**config.mk**
```make
export PLATFORM = sky130hd
export DESIGN_NAME = mpf_top
export DESIGN_NICKNAME = d
export VERILOG_FILES = /design/src/logic/mpf_pkg.sv /design/src/logic/mpf_top.sv
export VERILOG_INCLUDE_DIRS = /design/src /design/src/logic
export SDC_FILE = /design/constraint.sdc
export NUM_CORES = 1
export LEC_CHECK = 0
export BUFFER_PORTS_ARGS = -buffer_cell sky130_fd_sc_hd__buf_2
export CORE_ASPECT_RATIO = 0.9
export CORE_UTILIZATION = 50
export DETAILED_ROUTE_END_ITERATION = 12
export PLACE_DENSITY_LB_ADDON = 0.3
export SYNTH_ARGS = -nofsm -noshare
export SYNTH_HDL_FRONTEND = slang
export SYNTH_HIERARCHICAL = 1
export SYNTH_SLANG_ARGS = --single-unit
```
**constraint.sdc**
```tcl
create_clock -name I_MCLK -period 4.1 [get_ports I_MCLK]
set_input_delay 0.82 -clock I_MCLK [delete_from_list [all_inputs] [get_ports I_MCLK]]
set_output_delay 0.82 -clock I_MCLK [all_outputs]
set_load 0.02 [all_outputs]
```
**src/logic/mpf_regs.svh**
```systemverilog
// Register offsets, field positions and reset values of the MAC packet FIFO block.
`ifndef MPF_REGS_SVH
`define MPF_REGS_SVH

`define MPF_OFF_RX_DATA   5'h00
`define MPF_OFF_RX_CTRL   5'h02
`define MPF_OFF_RX_STAT   5'h03
`define MPF_OFF_RX_GOOD   5'h04
`define MPF_OFF_RX_DROP   5'h06
`define MPF_OFF_RX_CRC    5'h08
`define MPF_OFF_RX_VEC    5'h0a
`define MPF_OFF_TX_DATA   5'h10
`define MPF_OFF_TX_CTRL   5'h12
`define MPF_OFF_TX_STAT   5'h13
`define MPF_OFF_TX_GOOD   5'h14
`define MPF_OFF_TX_FAULT  5'h16
`define MPF_OFF_TX_VEC    5'h18
`define MPF_OFF_PAUSE     5'h1c

`define MPF_RXC_RESET     2
`define MPF_TXC_AVAIL     0
`define MPF_TXC_EOF       1
`define MPF_TXC_RESET     2
`define MPF_TXC_CTRLFRM   3
`define MPF_TXC_PAUSE     4
`define MPF_VEC_IGNORED   26
`define MPF_VEC_CRC       25
`define MPF_TX_CTRL_RST   8'h00
`define MPF_FIFO_DEPTH    4

`endif

```
**src/logic/mpf_pkg.sv**
```systemverilog
// Types shared by the MAC packet FIFO block.
`default_nettype none
package mpf_pkg;

  // One queue entry: data byte with its end-of-frame marker above it.
  typedef struct packed {
    logic       eof;
    logic [7:0] data;
  } mpf_qword_t;

  // Statistics vector as four bytes, first byte in the top bits.
  typedef struct packed {
    logic [7:0] b0;
    logic [7:0] b1;
    logic [7:0] b2;
    logic [7:0] b3;
  } mpf_svec_t;

endpackage : mpf_pkg
`default_nettype wire

```
**src/logic/mpf_top.sv**
```systemverilog
// MAC packet FIFO block: queues, event counters and the CPU register file.
`timescale 1ns/100ps
`default_nettype none
`include "mpf_regs.svh"

// -----------------------------------------------------------------------------
// Queue with valid and ready on both sides, first word falls through.
// -----------------------------------------------------------------------------
module mpf_queue #(
  parameter int W = 9,
  parameter int D = `MPF_FIFO_DEPTH
) (
  input  wire logic         i_clk,
  input  wire logic         i_rst_n,
  input  wire logic         i_clr,
  input  wire logic         i_wvalid,
  output logic              o_wready,
  input  wire logic [W-1:0] i_wdata,
  output logic              o_rvalid,
  input  wire logic         i_rready,
  output logic [W-1:0]      o_rdata
);
  localparam int AW = (D > 1) ? $clog2(D) : 1;
  localparam int CW = $clog2(D + 1);

  logic [W-1:0]  mem_q [D];
  logic [AW-1:0] wp_q;
  logic [AW-1:0] rp_q;
  logic [CW-1:0] cnt_q;
  logic          push;
  logic          pop;

  assign o_wready = (cnt_q != CW'(D));
  assign o_rvalid = (cnt_q != '0);
  assign o_rdata  = mem_q[rp_q];
  assign push     = i_wvalid && o_wready;
  assign pop      = i_rready && o_rvalid;

  always_ff @(posedge i_clk) begin
    if (push) begin
      mem_q[wp_q] <= i_wdata;
    end
  end

  always_ff @(posedge i_clk) begin
    if (!i_rst_n || i_clr) begin
      wp_q  <= '0;
      rp_q  <= '0;
      cnt_q <= '0;
    end else begin
      if (push) begin
        wp_q <= (wp_q == AW'(D - 1)) ? '0 : wp_q + 1'b1;
      end
      if (pop) begin
        rp_q <= (rp_q == AW'(D - 1)) ? '0 : rp_q + 1'b1;
      end
      cnt_q <= cnt_q + CW'(push) - CW'(pop);
    end
  end
endmodule : mpf_queue

// -----------------------------------------------------------------------------
// Sixteen-bit event counter.
// -----------------------------------------------------------------------------
module mpf_evcnt #(
  parameter int W = 16
) (
  input  wire logic    i_clk,
  input  wire logic    i_rst_n,
  input  wire logic    i_inc,
  output logic [W-1:0] o_val
);
  always_ff @(posedge i_clk) begin
    if (!i_rst_n) begin
      o_val <= '0;
    end else if (i_inc) begin
      o_val <= o_val + 1'b1;
    end
  end
endmodule : mpf_evcnt

// -----------------------------------------------------------------------------
// Top level.
// -----------------------------------------------------------------------------
module mpf_top
  import mpf_pkg::*;
#(
  parameter int DEPTH = `MPF_FIFO_DEPTH
) (
  input  wire logic        I_MCLK,
  input  wire logic        I_RST_N,
  input  wire logic [4:0]  I_ADDR,
  input  wire logic        I_WR,
  input  wire logic        I_RD,
  input  wire logic [7:0]  I_WDATA,
  output logic [7:0]       O_RDATA,
  input  wire logic        I_RX_WE,
  input  wire logic [7:0]  I_RX_DATA,
  input  wire logic        I_RX_EOF,
  input  wire logic        I_RX_ERROR,
  input  wire logic        I_RX_STAT_EN,
  input  wire logic [31:0] I_RX_STAT_VEC,
  output logic             O_RX_READY,
  output logic             O_RX_IGNORE,
  input  wire logic        I_TX_RD,
  output logic             O_TX_AVAIL,
  output logic [7:0]       O_TX_DATA,
  output logic             O_TX_EOF,
  output logic             O_TX_EMPTY,
  input  wire logic        I_TX_DONE,
  input  wire logic        I_TX_DISCFRM,
  input  wire logic        I_TX_STAT_EN,
  input  wire logic [31:0] I_TX_STAT_VEC,
  output logic             O_CTRL_FRAME,
  output logic             O_PAUSE_REQ,
  output logic [15:0]      O_PAUSE_TIME
);
  mpf_qword_t  rx_in;
  mpf_qword_t  rx_head;
  mpf_qword_t  tx_in;
  mpf_qword_t  tx_head;
  mpf_svec_t   rx_vec_q;
  mpf_svec_t   tx_vec_q;
  logic        rx_valid;
  logic        rx_pop;
  logic        rx_clr;
  logic        tx_wready;
  logic        tx_valid;
  logic        tx_push;
  logic        tx_clr;
  logic        rx_eof_q;
  logic        rx_err_q;
  logic        pkt_avail_q;
  logic        tx_err_q;
  logic        tx_done_q;
  logic        avail_wr;
  logic [7:0]  tx_ctrl_q;
  logic [15:0] pause_q;
  logic [15:0] rx_good;
  logic [15:0] rx_drop;
  logic [15:0] rx_crc;
  logic [15:0] tx_good;
  logic [15:0] tx_fault;
  logic [7:0]  rx_stat;
  logic [7:0]  tx_stat;
  logic [7:0]  rd_d;

  // ---------------------------------------------------------------------------
  // Receive queue.
  // ---------------------------------------------------------------------------
  assign rx_in.data = I_RX_DATA;
  assign rx_in.eof  = I_RX_EOF;
  assign rx_pop = I_RD && (I_ADDR == `MPF_OFF_RX_DATA) && rx_valid;
  assign rx_clr = I_WR && (I_ADDR == `MPF_OFF_RX_CTRL) && I_WDATA[`MPF_RXC_RESET];

  mpf_queue #(.W(9), .D(DEPTH)) u_rxq (
    .i_clk    (I_MCLK),
    .i_rst_n  (I_RST_N),
    .i_clr    (rx_clr),
    .i_wvalid (I_RX_WE),
    .o_wready (O_RX_READY),
    .i_wdata  (rx_in),
    .o_rvalid (rx_valid),
    .i_rready (rx_pop),
    .o_rdata  (rx_head)
  );

  // End-of-frame of the byte just read, so software sees it beside the data.
  always_ff @(posedge I_MCLK) begin
    if (!I_RST_N || rx_clr) begin
      rx_eof_q <= 1'b0;
    end else if (rx_pop) begin
      rx_eof_q <= rx_head.eof;
    end
  end

  always_ff @(posedge I_MCLK) begin
    if (!I_RST_N) begin
      rx_err_q <= 1'b0;
    end else if (I_RX_ERROR) begin
      rx_err_q <= 1'b1;
    end else if (rx_clr) begin
      rx_err_q <= 1'b0;
    end
  end

  // A new packet end wins over the empty-queue clear.
  always_ff @(posedge I_MCLK) begin
    if (!I_RST_N) begin
      pkt_avail_q <= 1'b0;
    end else if (I_RX_WE && O_RX_READY && I_RX_EOF) begin
      pkt_avail_q <= 1'b1;
    end else if (!rx_valid || rx_clr) begin
      pkt_avail_q <= 1'b0;
    end
  end

  assign O_RX_IGNORE = pkt_avail_q;

  always_ff @(posedge I_MCLK) begin
    if (!I_RST_N) begin
      rx_vec_q <= '0;
    end else if (I_RX_STAT_EN) begin
      rx_vec_q <= I_RX_STAT_VEC;
    end
  end

  mpf_evcnt u_rx_good (
    .i_clk   (I_MCLK),
    .i_rst_n (I_RST_N),
    .i_inc   (I_RX_WE && O_RX_READY && I_RX_EOF && !I_RX_ERROR),
    .o_val   (rx_good)
  );

  mpf_evcnt u_rx_drop (
    .i_clk   (I_MCLK),
    .i_rst_n (I_RST_N),
    .i_inc   (I_RX_STAT_EN && I_RX_STAT_VEC[`MPF_VEC_IGNORED]),
    .o_val   (rx_drop)
  );

  mpf_evcnt u_rx_crc (
    .i_clk   (I_MCLK),
    .i_rst_n (I_RST_N),
    .i_inc   (I_RX_STAT_EN && I_RX_STAT_VEC[`MPF_VEC_CRC]),
    .o_val   (rx_crc)
  );

  assign rx_stat = {2'b00, !O_RX_READY, !rx_valid, rx_err_q, 1'b0, rx_eof_q, pkt_avail_q};

  // ---------------------------------------------------------------------------
  // Transmit queue.
  // ---------------------------------------------------------------------------
  assign tx_in.data = I_WDATA;
  assign tx_in.eof  = tx_ctrl_q[`MPF_TXC_EOF];
  assign tx_push  = I_WR && (I_ADDR == `MPF_OFF_TX_DATA) && tx_wready;
  assign tx_clr   = I_WR && (I_ADDR == `MPF_OFF_TX_CTRL) && I_WDATA[`MPF_TXC_RESET];
  assign avail_wr = I_WR && (I_ADDR == `MPF_OFF_TX_CTRL) && I_WDATA[`MPF_TXC_AVAIL];

  mpf_queue #(.W(9), .D(DEPTH)) u_txq (
    .i_clk    (I_MCLK),
    .i_rst_n  (I_RST_N),
    .i_clr    (tx_clr),
    .i_wvalid (tx_push),
    .o_wready (tx_wready),
    .i_wdata  (tx_in),
    .o_rvalid (tx_valid),
    .i_rready (I_TX_RD && O_TX_AVAIL),
    .o_rdata  (tx_head)
  );

  assign O_TX_AVAIL   = tx_ctrl_q[`MPF_TXC_AVAIL] && tx_valid;
  assign O_TX_DATA    = tx_head.data;
  assign O_TX_EOF     = tx_head.eof;
  assign O_TX_EMPTY   = !tx_valid;
  assign O_CTRL_FRAME = tx_ctrl_q[`MPF_TXC_CTRLFRM];
  assign O_PAUSE_REQ  = tx_ctrl_q[`MPF_TXC_PAUSE];
  assign O_PAUSE_TIME = pause_q;

  // The queue reset bit is a pulse and reads back as zero; a software
  // packet-ready write wins over the clear by the MAC done.
  always_ff @(posedge I_MCLK) begin
    if (!I_RST_N) begin
      tx_ctrl_q <= `MPF_TX_CTRL_RST;
    end else if (I_WR && (I_ADDR == `MPF_OFF_TX_CTRL)) begin
      tx_ctrl_q <= I_WDATA & 8'hfb;
    end else if (I_TX_DONE) begin
      tx_ctrl_q[`MPF_TXC_AVAIL] <= 1'b0;
    end
  end

  always_ff @(posedge I_MCLK) begin
    if (!I_RST_N) begin
      pause_q <= '0;
    end else if (I_WR && (I_ADDR == `MPF_OFF_PAUSE)) begin
      pause_q[15:8] <= I_WDATA;
    end else if (I_WR && (I_ADDR == (`MPF_OFF_PAUSE + 5'h01))) begin
      pause_q[7:0] <= I_WDATA;
    end
  end

  always_ff @(posedge I_MCLK) begin
    if (!I_RST_N) begin
      tx_done_q <= 1'b0;
      tx_err_q  <= 1'b0;
    end else begin
      if (I_TX_DONE) begin
        tx_done_q <= 1'b1;
      end else if (avail_wr || tx_clr) begin
        tx_done_q <= 1'b0;
      end
      if (I_TX_DISCFRM) begin
        tx_err_q <= 1'b1;
      end else if (avail_wr || tx_clr) begin
        tx_err_q <= 1'b0;
      end
    end
  end

  always_ff @(posedge I_MCLK) begin
    if (!I_RST_N) begin
      tx_vec_q <= '0;
    end else if (I_TX_STAT_EN) begin
      tx_vec_q <= I_TX_STAT_VEC;
    end
  end

  mpf_evcnt u_tx_good (
    .i_clk   (I_MCLK),
    .i_rst_n (I_RST_N),
    .i_inc   (I_TX_DONE),
    .o_val   (tx_good)
  );

  mpf_evcnt u_tx_fault (
    .i_clk   (I_MCLK),
    .i_rst_n (I_RST_N),
    .i_inc   (I_TX_DISCFRM),
    .o_val   (tx_fault)
  );

  assign tx_stat = {4'h0, !tx_valid, !tx_wready, tx_err_q, tx_done_q && !tx_valid};

  // ---------------------------------------------------------------------------
  // Read data, registered one cycle after the read strobe.
  // ---------------------------------------------------------------------------
  always_comb begin
    rd_d = 8'h00;
    if (I_ADDR == `MPF_OFF_RX_DATA) begin
      rd_d = rx_valid ? rx_head.data : 8'h00;
    end else if (I_ADDR == `MPF_OFF_RX_STAT) begin
      rd_d = rx_stat;
    end else if (I_ADDR == `MPF_OFF_RX_GOOD) begin
      rd_d = rx_good[15:8];
    end else if (I_ADDR == `MPF_OFF_RX_GOOD + 5'h01) begin
      rd_d = rx_good[7:0];
    end else if (I_ADDR == `MPF_OFF_RX_DROP) begin
      rd_d = rx_drop[15:8];
    end else if (I_ADDR == `MPF_OFF_RX_DROP + 5'h01) begin
      rd_d = rx_drop[7:0];
    end else if (I_ADDR == `MPF_OFF_RX_CRC) begin
      rd_d = rx_crc[15:8];
    end else if (I_ADDR == `MPF_OFF_RX_CRC + 5'h01) begin
      rd_d = rx_crc[7:0];
    end else if (I_ADDR == `MPF_OFF_RX_VEC) begin
      rd_d = rx_vec_q.b0;
    end else if (I_ADDR == `MPF_OFF_RX_VEC + 5'h01) begin
      rd_d = rx_vec_q.b1;
    end else if (I_ADDR == `MPF_OFF_RX_VEC + 5'h02) begin
      rd_d = rx_vec_q.b2;
    end else if (I_ADDR == `MPF_OFF_RX_VEC + 5'h03) begin
      rd_d = rx_vec_q.b3;
    end else if (I_ADDR == `MPF_OFF_TX_CTRL) begin
      rd_d = tx_ctrl_q;
    end else if (I_ADDR == `MPF_OFF_TX_STAT) begin
      rd_d = tx_stat;
    end else if (I_ADDR == `MPF_OFF_TX_GOOD) begin
      rd_d = tx_good[15:8];
    end else if (I_ADDR == `MPF_OFF_TX_GOOD + 5'h01) begin
      rd_d = tx_good[7:0];
    end else if (I_ADDR == `MPF_OFF_TX_FAULT) begin
      rd_d = tx_fault[15:8];
    end else if (I_ADDR == `MPF_OFF_TX_FAULT + 5'h01) begin
      rd_d = tx_fault[7:0];
    end else if (I_ADDR == `MPF_OFF_TX_VEC) begin
      rd_d = tx_vec_q.b0;
    end else if (I_ADDR == `MPF_OFF_TX_VEC + 5'h01) begin
      rd_d = tx_vec_q.b1;
    end else if (I_ADDR == `MPF_OFF_TX_VEC + 5'h02) begin
      rd_d = tx_vec_q.b2;
    end else if (I_ADDR == `MPF_OFF_TX_VEC + 5'h03) begin
      rd_d = tx_vec_q.b3;
    end else if (I_ADDR == `MPF_OFF_PAUSE) begin
      rd_d = pause_q[15:8];
    end else if (I_ADDR == `MPF_OFF_PAUSE + 5'h01) begin
      rd_d = pause_q[7:0];
    end
  end

  always_ff @(posedge I_MCLK) begin
    if (!I_RST_N) begin
      O_RDATA <= 8'h00;
    end else if (I_RD) begin
      O_RDATA <= rd_d;
    end
  end
endmodule : mpf_top
`default_nettype wire

```
==> out/summary.txt, run 1 <==
critical path depth - 13
core footprint - 26,300 sq um
crit end category - flip-flop
R2R Path Start - u_rxq/cnt_q[1]
sum of buffers and inverters on the critical path - 3
Post-Route WL - 38,200 um
largest area contributor in the netlist - dfxtp_1
number of DRC markers in iteration 0 - 1,226
number of max-cap violations - 0
CTS tree - done
Crit path arrival time - 3.71 ns
slowest CP cell - nor3_1
1st-pass router iterations - 6
Clock Sinks - 270
Final Critical Period - 3.26 ns
CTS Buf Count - 28
antenna violations before repair - 0
status - complete, no violations
Peak VDD IR - 423 uV
most frequent cells in the layout - dfxtp_1, buf_2, mux2i_1
H-tree levels - 1
top cells by area, synth - dfxtp_1, edfxtp_1, mux2i_1, nor2b_1, nand2_1
drt via density - 5.96
Congestion Overflow GR - 0
height of the die - 158 um
root buffer cell - clkbuf_16
worst-case reg-to-reg path depth - 12
post-CTS sizing - 0
Worst Skew - 0.0294 ns
IO Port Bufs - 135
#FFs+latches synth - 270
Final Hold Viols - 0
crit-path max FO - 9
postcts setup bufs - 0
pre-CTS setup slack - 0.360 ns
layout cell share with drive strength beyond 1 - 0.182
Initial Utilization - 0.514
wire length per cell - 20.9 um
Avg Cell Area, Syn - 9.97 sq um
Crit path required time - 4.54 ns
YS warnings - 6
actual slew at the worst max-slew pin - 0.932 ns
kind of cell adding the most delay to the critical path - simple AND/OR/NAND/NOR gates
cell area after synthesis - 13,500 sq um
critical path's largest stage delay - 0.70 ns
most common cell after layout, fill and taps aside - dfxtp_1
WHS Endpoint - u_tx_good/o_val[15]
Synth top area share - 0.294
CTS clk-pin slew, worst paths - 0.06 ns
vias in the first global route - 10,178
Routability Congestion - 0.999
post-DP HPWL - 28,200 um
Setup-failing EPs final - 0
total negative setup slack - 0 ns
Peak Freq - 306 MHz
total die area - 27,700 sq um
area grow syn2layout - 13.6%
post-synthesis cell count - 1,354
Setup WS post-layout - 0.837 ns
first-pass GRT wire length - 59,000 um
n_diodes - 0
RSZ-0062 raised after global routing - false
NumNets Final - 1,578
post-synthesis sequential area ratio - 0.454
Top FF cell, synth - dfxtp_1
Hold Crit Class - reg -> reg
min-delay src - u_tx_good/o_val[15]
Pleak - 0.00585 uW
CP startpoint kind - input pin
fin util - 0.584
Post-synth EDFFs - 72
hold path depth - 2
pwr/cell area - 403 nW/um^2
num rows - 56
crit-path cells - buf_2 -> nor3_1 -> and3_1 -> and2_1 -> o31ai_1 -> inv_1 -> ha_1 -> inv_1 -> ha_1 -> fa_1 -> xnor2_1 -> xnor2_1 -> nor2_1
Syn Nets - 1,472
# IOs - 136
Slew Limit Fails - 0
width of the die - 175 um
largest net degree at the start of global routing - 64
FF-to-FF setup slack - 1.11 ns
clk buf depth - 3
CTS Hold Bufs - 0
via count - 10,909
Post-synth ARST share - 0
Netlist cell types - 82
clk_lat worst skew - 0.56 ns
antenna-violating nets left - 0
Remaining DRCs - 0
Setup CP Type - in -> reg
Reg2Reg Capture Point - u_rxq/cnt_q[2]
Relative slew margins - 0.379
period utilisation layout - 0.796
gr usage total - 0.276
-- cell families (layout without fill, tap and decap cells) --
| logic type | Yosys count | in the layout | synth area share |
|---|---|---|---|
| buffers and inverters | 114 | 242 | 0.0380 |
| and+or+nand+nor | 539 | 539 | 0.225 |
| adders and majority gates | 21 | 21 | 0.0206 |
| muxes | 136 | 136 | 0.118 |
| AOI/OAI and AO/OA | 221 | 221 | 0.110 |
| xor gates and xnor gates | 53 | 53 | 0.0344 |
| DFF | 270 | 270 | 0.454 |
-- metrics by stage --
| stage | total power (uW) | instances | instance area (sq um) | hold slack (ns) |
|---|---|---|---|---|
| floorplan | 3340 | 1354 | 13500 | 0.442 |
| global placement | 3560 | 1778 | 14400 | 0.460 |
| detailed placement | 3570 | 1778 | 14400 | 0.466 |
| CTS | 6220 | 1830 | 15300 | 0.468 |
| global route | 6390 | 1830 | 15300 | 0.477 |
| finish | 6190 | 1830 | 15300 | 0.474 |
-- where the power goes --
part / leakage, uW / switching (uW) / total, uW / internal (uW)
Combinational: 0.00310 / 362 / 598 / 237
Clock: 0.000486 / 1070 / 2660 / 1600
Sequential: 0.00227 / 81.9 / 2930 / 2840
-- cells in the mapped netlist, drive strengths merged (5+ instances only) --
| master | count |
|---|---|
| a211oi | 5 |
| a21boi | 16 |
| a21oi | 55 |
| a221oi | 6 |
| a2bb2oi | 8 |
| a31oi | 15 |
| a32oi | 5 |
| and2 | 9 |
| and3 | 19 |
| buf | 39 |
| clkbuf | 36 |
| dfxtp | 198 |
| edfxtp | 72 |
| ha | 19 |
| inv | 39 |
| mux2 | 5 |
| mux2i | 113 |
| mux4 | 18 |
| nand2 | 114 |
| nand2b | 25 |
| nand3 | 40 |
| nand4 | 19 |
| nor2 | 104 |
| nor2b | 99 |
| nor3 | 32 |
| nor3b | 6 |
| nor4 | 23 |
| nor4b | 6 |
| o211ai | 5 |
| o21a | 5 |
| o21ai | 44 |
| o221ai | 5 |
| o22ai | 8 |
| o41ai | 7 |
| or2 | 9 |
| or3 | 12 |
| or3b | 9 |
| xnor2 | 32 |
| xor2 | 21 |
-- sequential cells by signal (all words and copies together) (netlist names), 7 cells and up, named ones only --
name / cells
O_RDATA: 8
rx_vec_q: 32
u_txq/mem_q: 36
u_rx_good/o_val: 16
tx_ctrl_q: 7
u_rx_drop/o_val: 16
u_rxq/mem_q: 36
u_rx_crc/o_val: 16
u_tx_good/o_val: 16
tx_vec_q: 32
u_tx_fault/o_val: 16
O_PAUSE_TIME: 16
-- worst max path at each step --
stage	start	endpoint	slack (ns)
2_1_floorplan	I_ADDR[2]	u_rxq/cnt_q[2]	1.01
3_3_place_gp	I_ADDR[1]	u_rxq/cnt_q[2]	0.49
3_5_place_dp	I_ADDR[1]	u_rxq/cnt_q[2]	0.36
4_1_cts	I_ADDR[1]	u_rxq/cnt_q[2]	0.93
5_1_grt	I_ADDR[1]	u_rxq/cnt_q[2]	0.74
6_report	I_ADDR[1]	u_rxq/cnt_q[2]	0.84
-- area by class of cell --
| class | count | area [sq um] |
|---|---|---|
| repair buffers | 151 | 798 |
| clock buffers | 39 | 826 |
| multi-input cells | 970 | 6870 |
| inverters | 39 | 146 |
| flip-flops and latches | 270 | 6130 |
| clock inverters | 13 | 150 |
| well taps | 348 | 435 |
| fillers | 2309 | 10900 |
-- worst reg2reg max path, cell delays in order, from the launching register on --
cell and delay (ns):
dfxtp_1 0.35, or3_1 0.45, and3_1 0.28, and2_1 0.23, o31ai_1 0.14, inv_1 0.10
ha_1 0.29, inv_1 0.04, ha_1 0.21, fa_1 0.41, xnor2_1 0.18, xnor2_1 0.14
nor2_1 0.05
-- per-layer routing --
metal | GRT usage | vias up | wire (um)
li1 | - | 5103 | -
met1 | 0.382 | 5210 | 16800
met2 | 0.441 | 498 | 17200
met3 | 0.0384 | 98 | 2870
met4 | 0.0973 | 0 | 1380
met5 | 0 | - | 0
No activity file was read; power rests on OpenSTA's default activity.
==> inputs of run 2 (changes only) <==
==> constraint.sdc (replaced) <==
create_clock -name I_MCLK -period 2.8 [get_ports I_MCLK]
set_input_delay 0.56 -clock I_MCLK [delete_from_list [all_inputs] [get_ports I_MCLK]]
set_output_delay 0.56 -clock I_MCLK [all_outputs]
set_load 0.02 [all_outputs]
==> out/summary.txt, run 2 (synthesis gave the netlist of run 1 again) <==
antenna violations before repair - 2 (was 0)
min-delay src - I_RX_DATA[7] (was u_tx_good/o_val[15])
pwr/cell area - 569 nW/um^2 (was 403 nW/um^2)
Final Critical Period - 2.65 ns
Routability Congestion - 1.03 (was 0.999)
layout cell share with drive strength beyond 1 - 0.210 (was 0.182)
actual slew at the worst max-slew pin - 0.631 ns (was 0.932 ns)
Setup-failing EPs final - 0 (unchanged)
clk buf depth - 3 (unchanged)
Hold Slack - 0.233 ns (was 0.474 ns)
Relative slew margins - 0.579 (was 0.379)
fin util - 0.598 (was 0.584)
CTS Buf Count - 28 (unchanged)
Setup WS post-layout - 0.151 ns (was 0.837 ns)
pre-CTS setup slack - -0.0648 ns (was 0.360 ns)
post-CTS sizing - 0 (unchanged)
number of max-cap violations - 0 (unchanged)
RSZ-0062 raised after global routing - false (unchanged)
CP startpoint kind - flip-flop (was input pin)
Remaining DRCs - 0 (unchanged)
crit end category - flip-flop (unchanged)
Peak Freq - 377 MHz
Worst Setup SP - u_rxq/cnt_q[0] (was I_ADDR[1])
postcts setup bufs - 0 (unchanged)
Pleak - 0.00606 uW (was 0.00585 uW)
most frequent cells in the layout - dfxtp_1, buf_2, mux2i_1 (unchanged)
Setup CP Type - reg -> reg (was in -> reg)
drt via density - 5.85 (was 5.96)
root buffer cell - clkbuf_16 (unchanged)
area grow syn2layout - 16.3% (was 13.6%)
width of the die - 175 um (unchanged)
IO Port Bufs - 135 (unchanged)
WHS Endpoint - u_rxq/mem_q[0][7] (was u_tx_good/o_val[15])
Reg2Reg Capture Point - u_rxq/cnt_q[2] (unchanged)
H-tree levels - 1 (unchanged)
largest registers - u_rxq/mem_q (36), u_txq/mem_q (36) (unchanged)
total die area - 27,700 sq um (unchanged)
period utilisation layout - 0.946
Peak VDD IR - 548 uV (was 423 uV)
worst-case reg-to-reg path depth - 12 (unchanged)
clk_lat worst skew - 0.55 ns (was 0.56 ns)
NumNets Final - 1,624 (was 1,578)
height of the die - 158 um (unchanged)
Hold Crit Class - in -> reg (was reg -> reg)
Post-Route WL - 38,000 um (was 38,200 um)
Final Hold Viols - 0 (unchanged)
crit-path max FO - 5 (was 9)
Worst Skew - 0.0163 ns (was 0.0294 ns)
core footprint - 26,300 sq um (unchanged)
CTS Hold Bufs - 0 (unchanged)
# IOs - 136 (unchanged)
Slew Limit Fails - 0 (unchanged)
Crit path required time - 3.24 ns (was 4.54 ns)
CTS clk-pin slew, worst paths - 0.06 ns (about the same)
vias in the first global route - 10,507 (was 10,178)
Congestion Overflow GR - 0 (unchanged)
CTS tree - done (unchanged)
Initial Utilization - 0.514 (unchanged)
FF-to-FF setup slack - 0.15 ns (was 1.11 ns)
gr usage total - 0.277 (was 0.276)
Crit path arrival time - 3.09 ns (was 3.71 ns)
via count - 10,972 (was 10,909)
first-pass GRT wire length - 59,300 um (was 59,000 um)
1st-pass router iterations - 7 (was 6)
post-DP HPWL - 28,500 um (was 28,200 um)
antenna-violating nets left - 0 (unchanged)
largest net degree at the start of global routing - 53 (was 64)
R2R Path Start - u_rxq/cnt_q[0] (was u_rxq/cnt_q[1])
num rows - 56 (unchanged)
wire length per cell - 20.3 um (was 20.9 um)
number of DRC markers in iteration 0 - 1,222 (was 1,226)
Clock Sinks - 270 (unchanged)
most common cell after layout, fill and taps aside - dfxtp_1 (unchanged)
status - complete, no violations (unchanged)
total negative setup slack - 0 ns (unchanged)
hold path depth - 1 (was 2)
[run 2: how the worst max path moves through the flow]
stage | cells past startpoint | end
2_1_floorplan | 14 | u_rxq/cnt_q[2]
3_3_place_gp | 14 | u_rxq/cnt_q[2]
3_5_place_dp | 14 | u_rxq/cnt_q[2]
4_1_cts | 12 | u_rxq/cnt_q[2]
5_1_grt | 12 | u_rxq/cnt_q[2]
6_report | 12 | u_rxq/cnt_q[2]
[run 2: area by class of cell]
| type | count | area, sq um |
|---|---|---|
| Tap cell | 348 | 435 |
| Inverter | 39 | 146 |
| Antenna cell | 1 | 2.50 |
| Timing Repair Buffer | 197 | 1170 |
| Sequential cell | 270 | 6130 |
| Multi-Input combinational cell | 970 | 6900 |
| Clock inverter | 10 | 81.3 |
| Clock buffer | 41 | 847 |
| Fill cell | 2269 | 10600 |
[run 2: through the flow]
step,instance area [sq um],total power [uW],cells
floorplan,13500,4900,1354
global placement,14800,5250,1824
detailed placement,14800,5280,1824
CTS,15700,8980,1875
global route,15700,9250,1875
finish,15700,8940,1876
[run 2: where the power goes]
part / switching, uW / internal (uW)
Combinational: 542 / 391
Sequential: 120 / 4170
Clock: 1540 / 2180
[run 2: layer usage]
layer,vias to the layer above,GRT usage,routed length [um]
met2,480,0.452,17300
met5,-,0,0
met3,91,0.0526,3030
met4,0,0.106,1490
li1,5199,-,-
met1,5202,0.366,16200
[run 2: worst max-delay path, stage by stage (launching register included)]
cell and delay [ns]:
dfxtp_2 0.35, or3_4 0.39, and3_1 0.17, and2_4 0.18
o31ai_4 0.07, inv_1 0.09, ha_1 0.29, inv_1 0.04
ha_1 0.20, fa_1 0.41, xnor2_1 0.18, xnor2_1 0.14
nor2_1 0.05
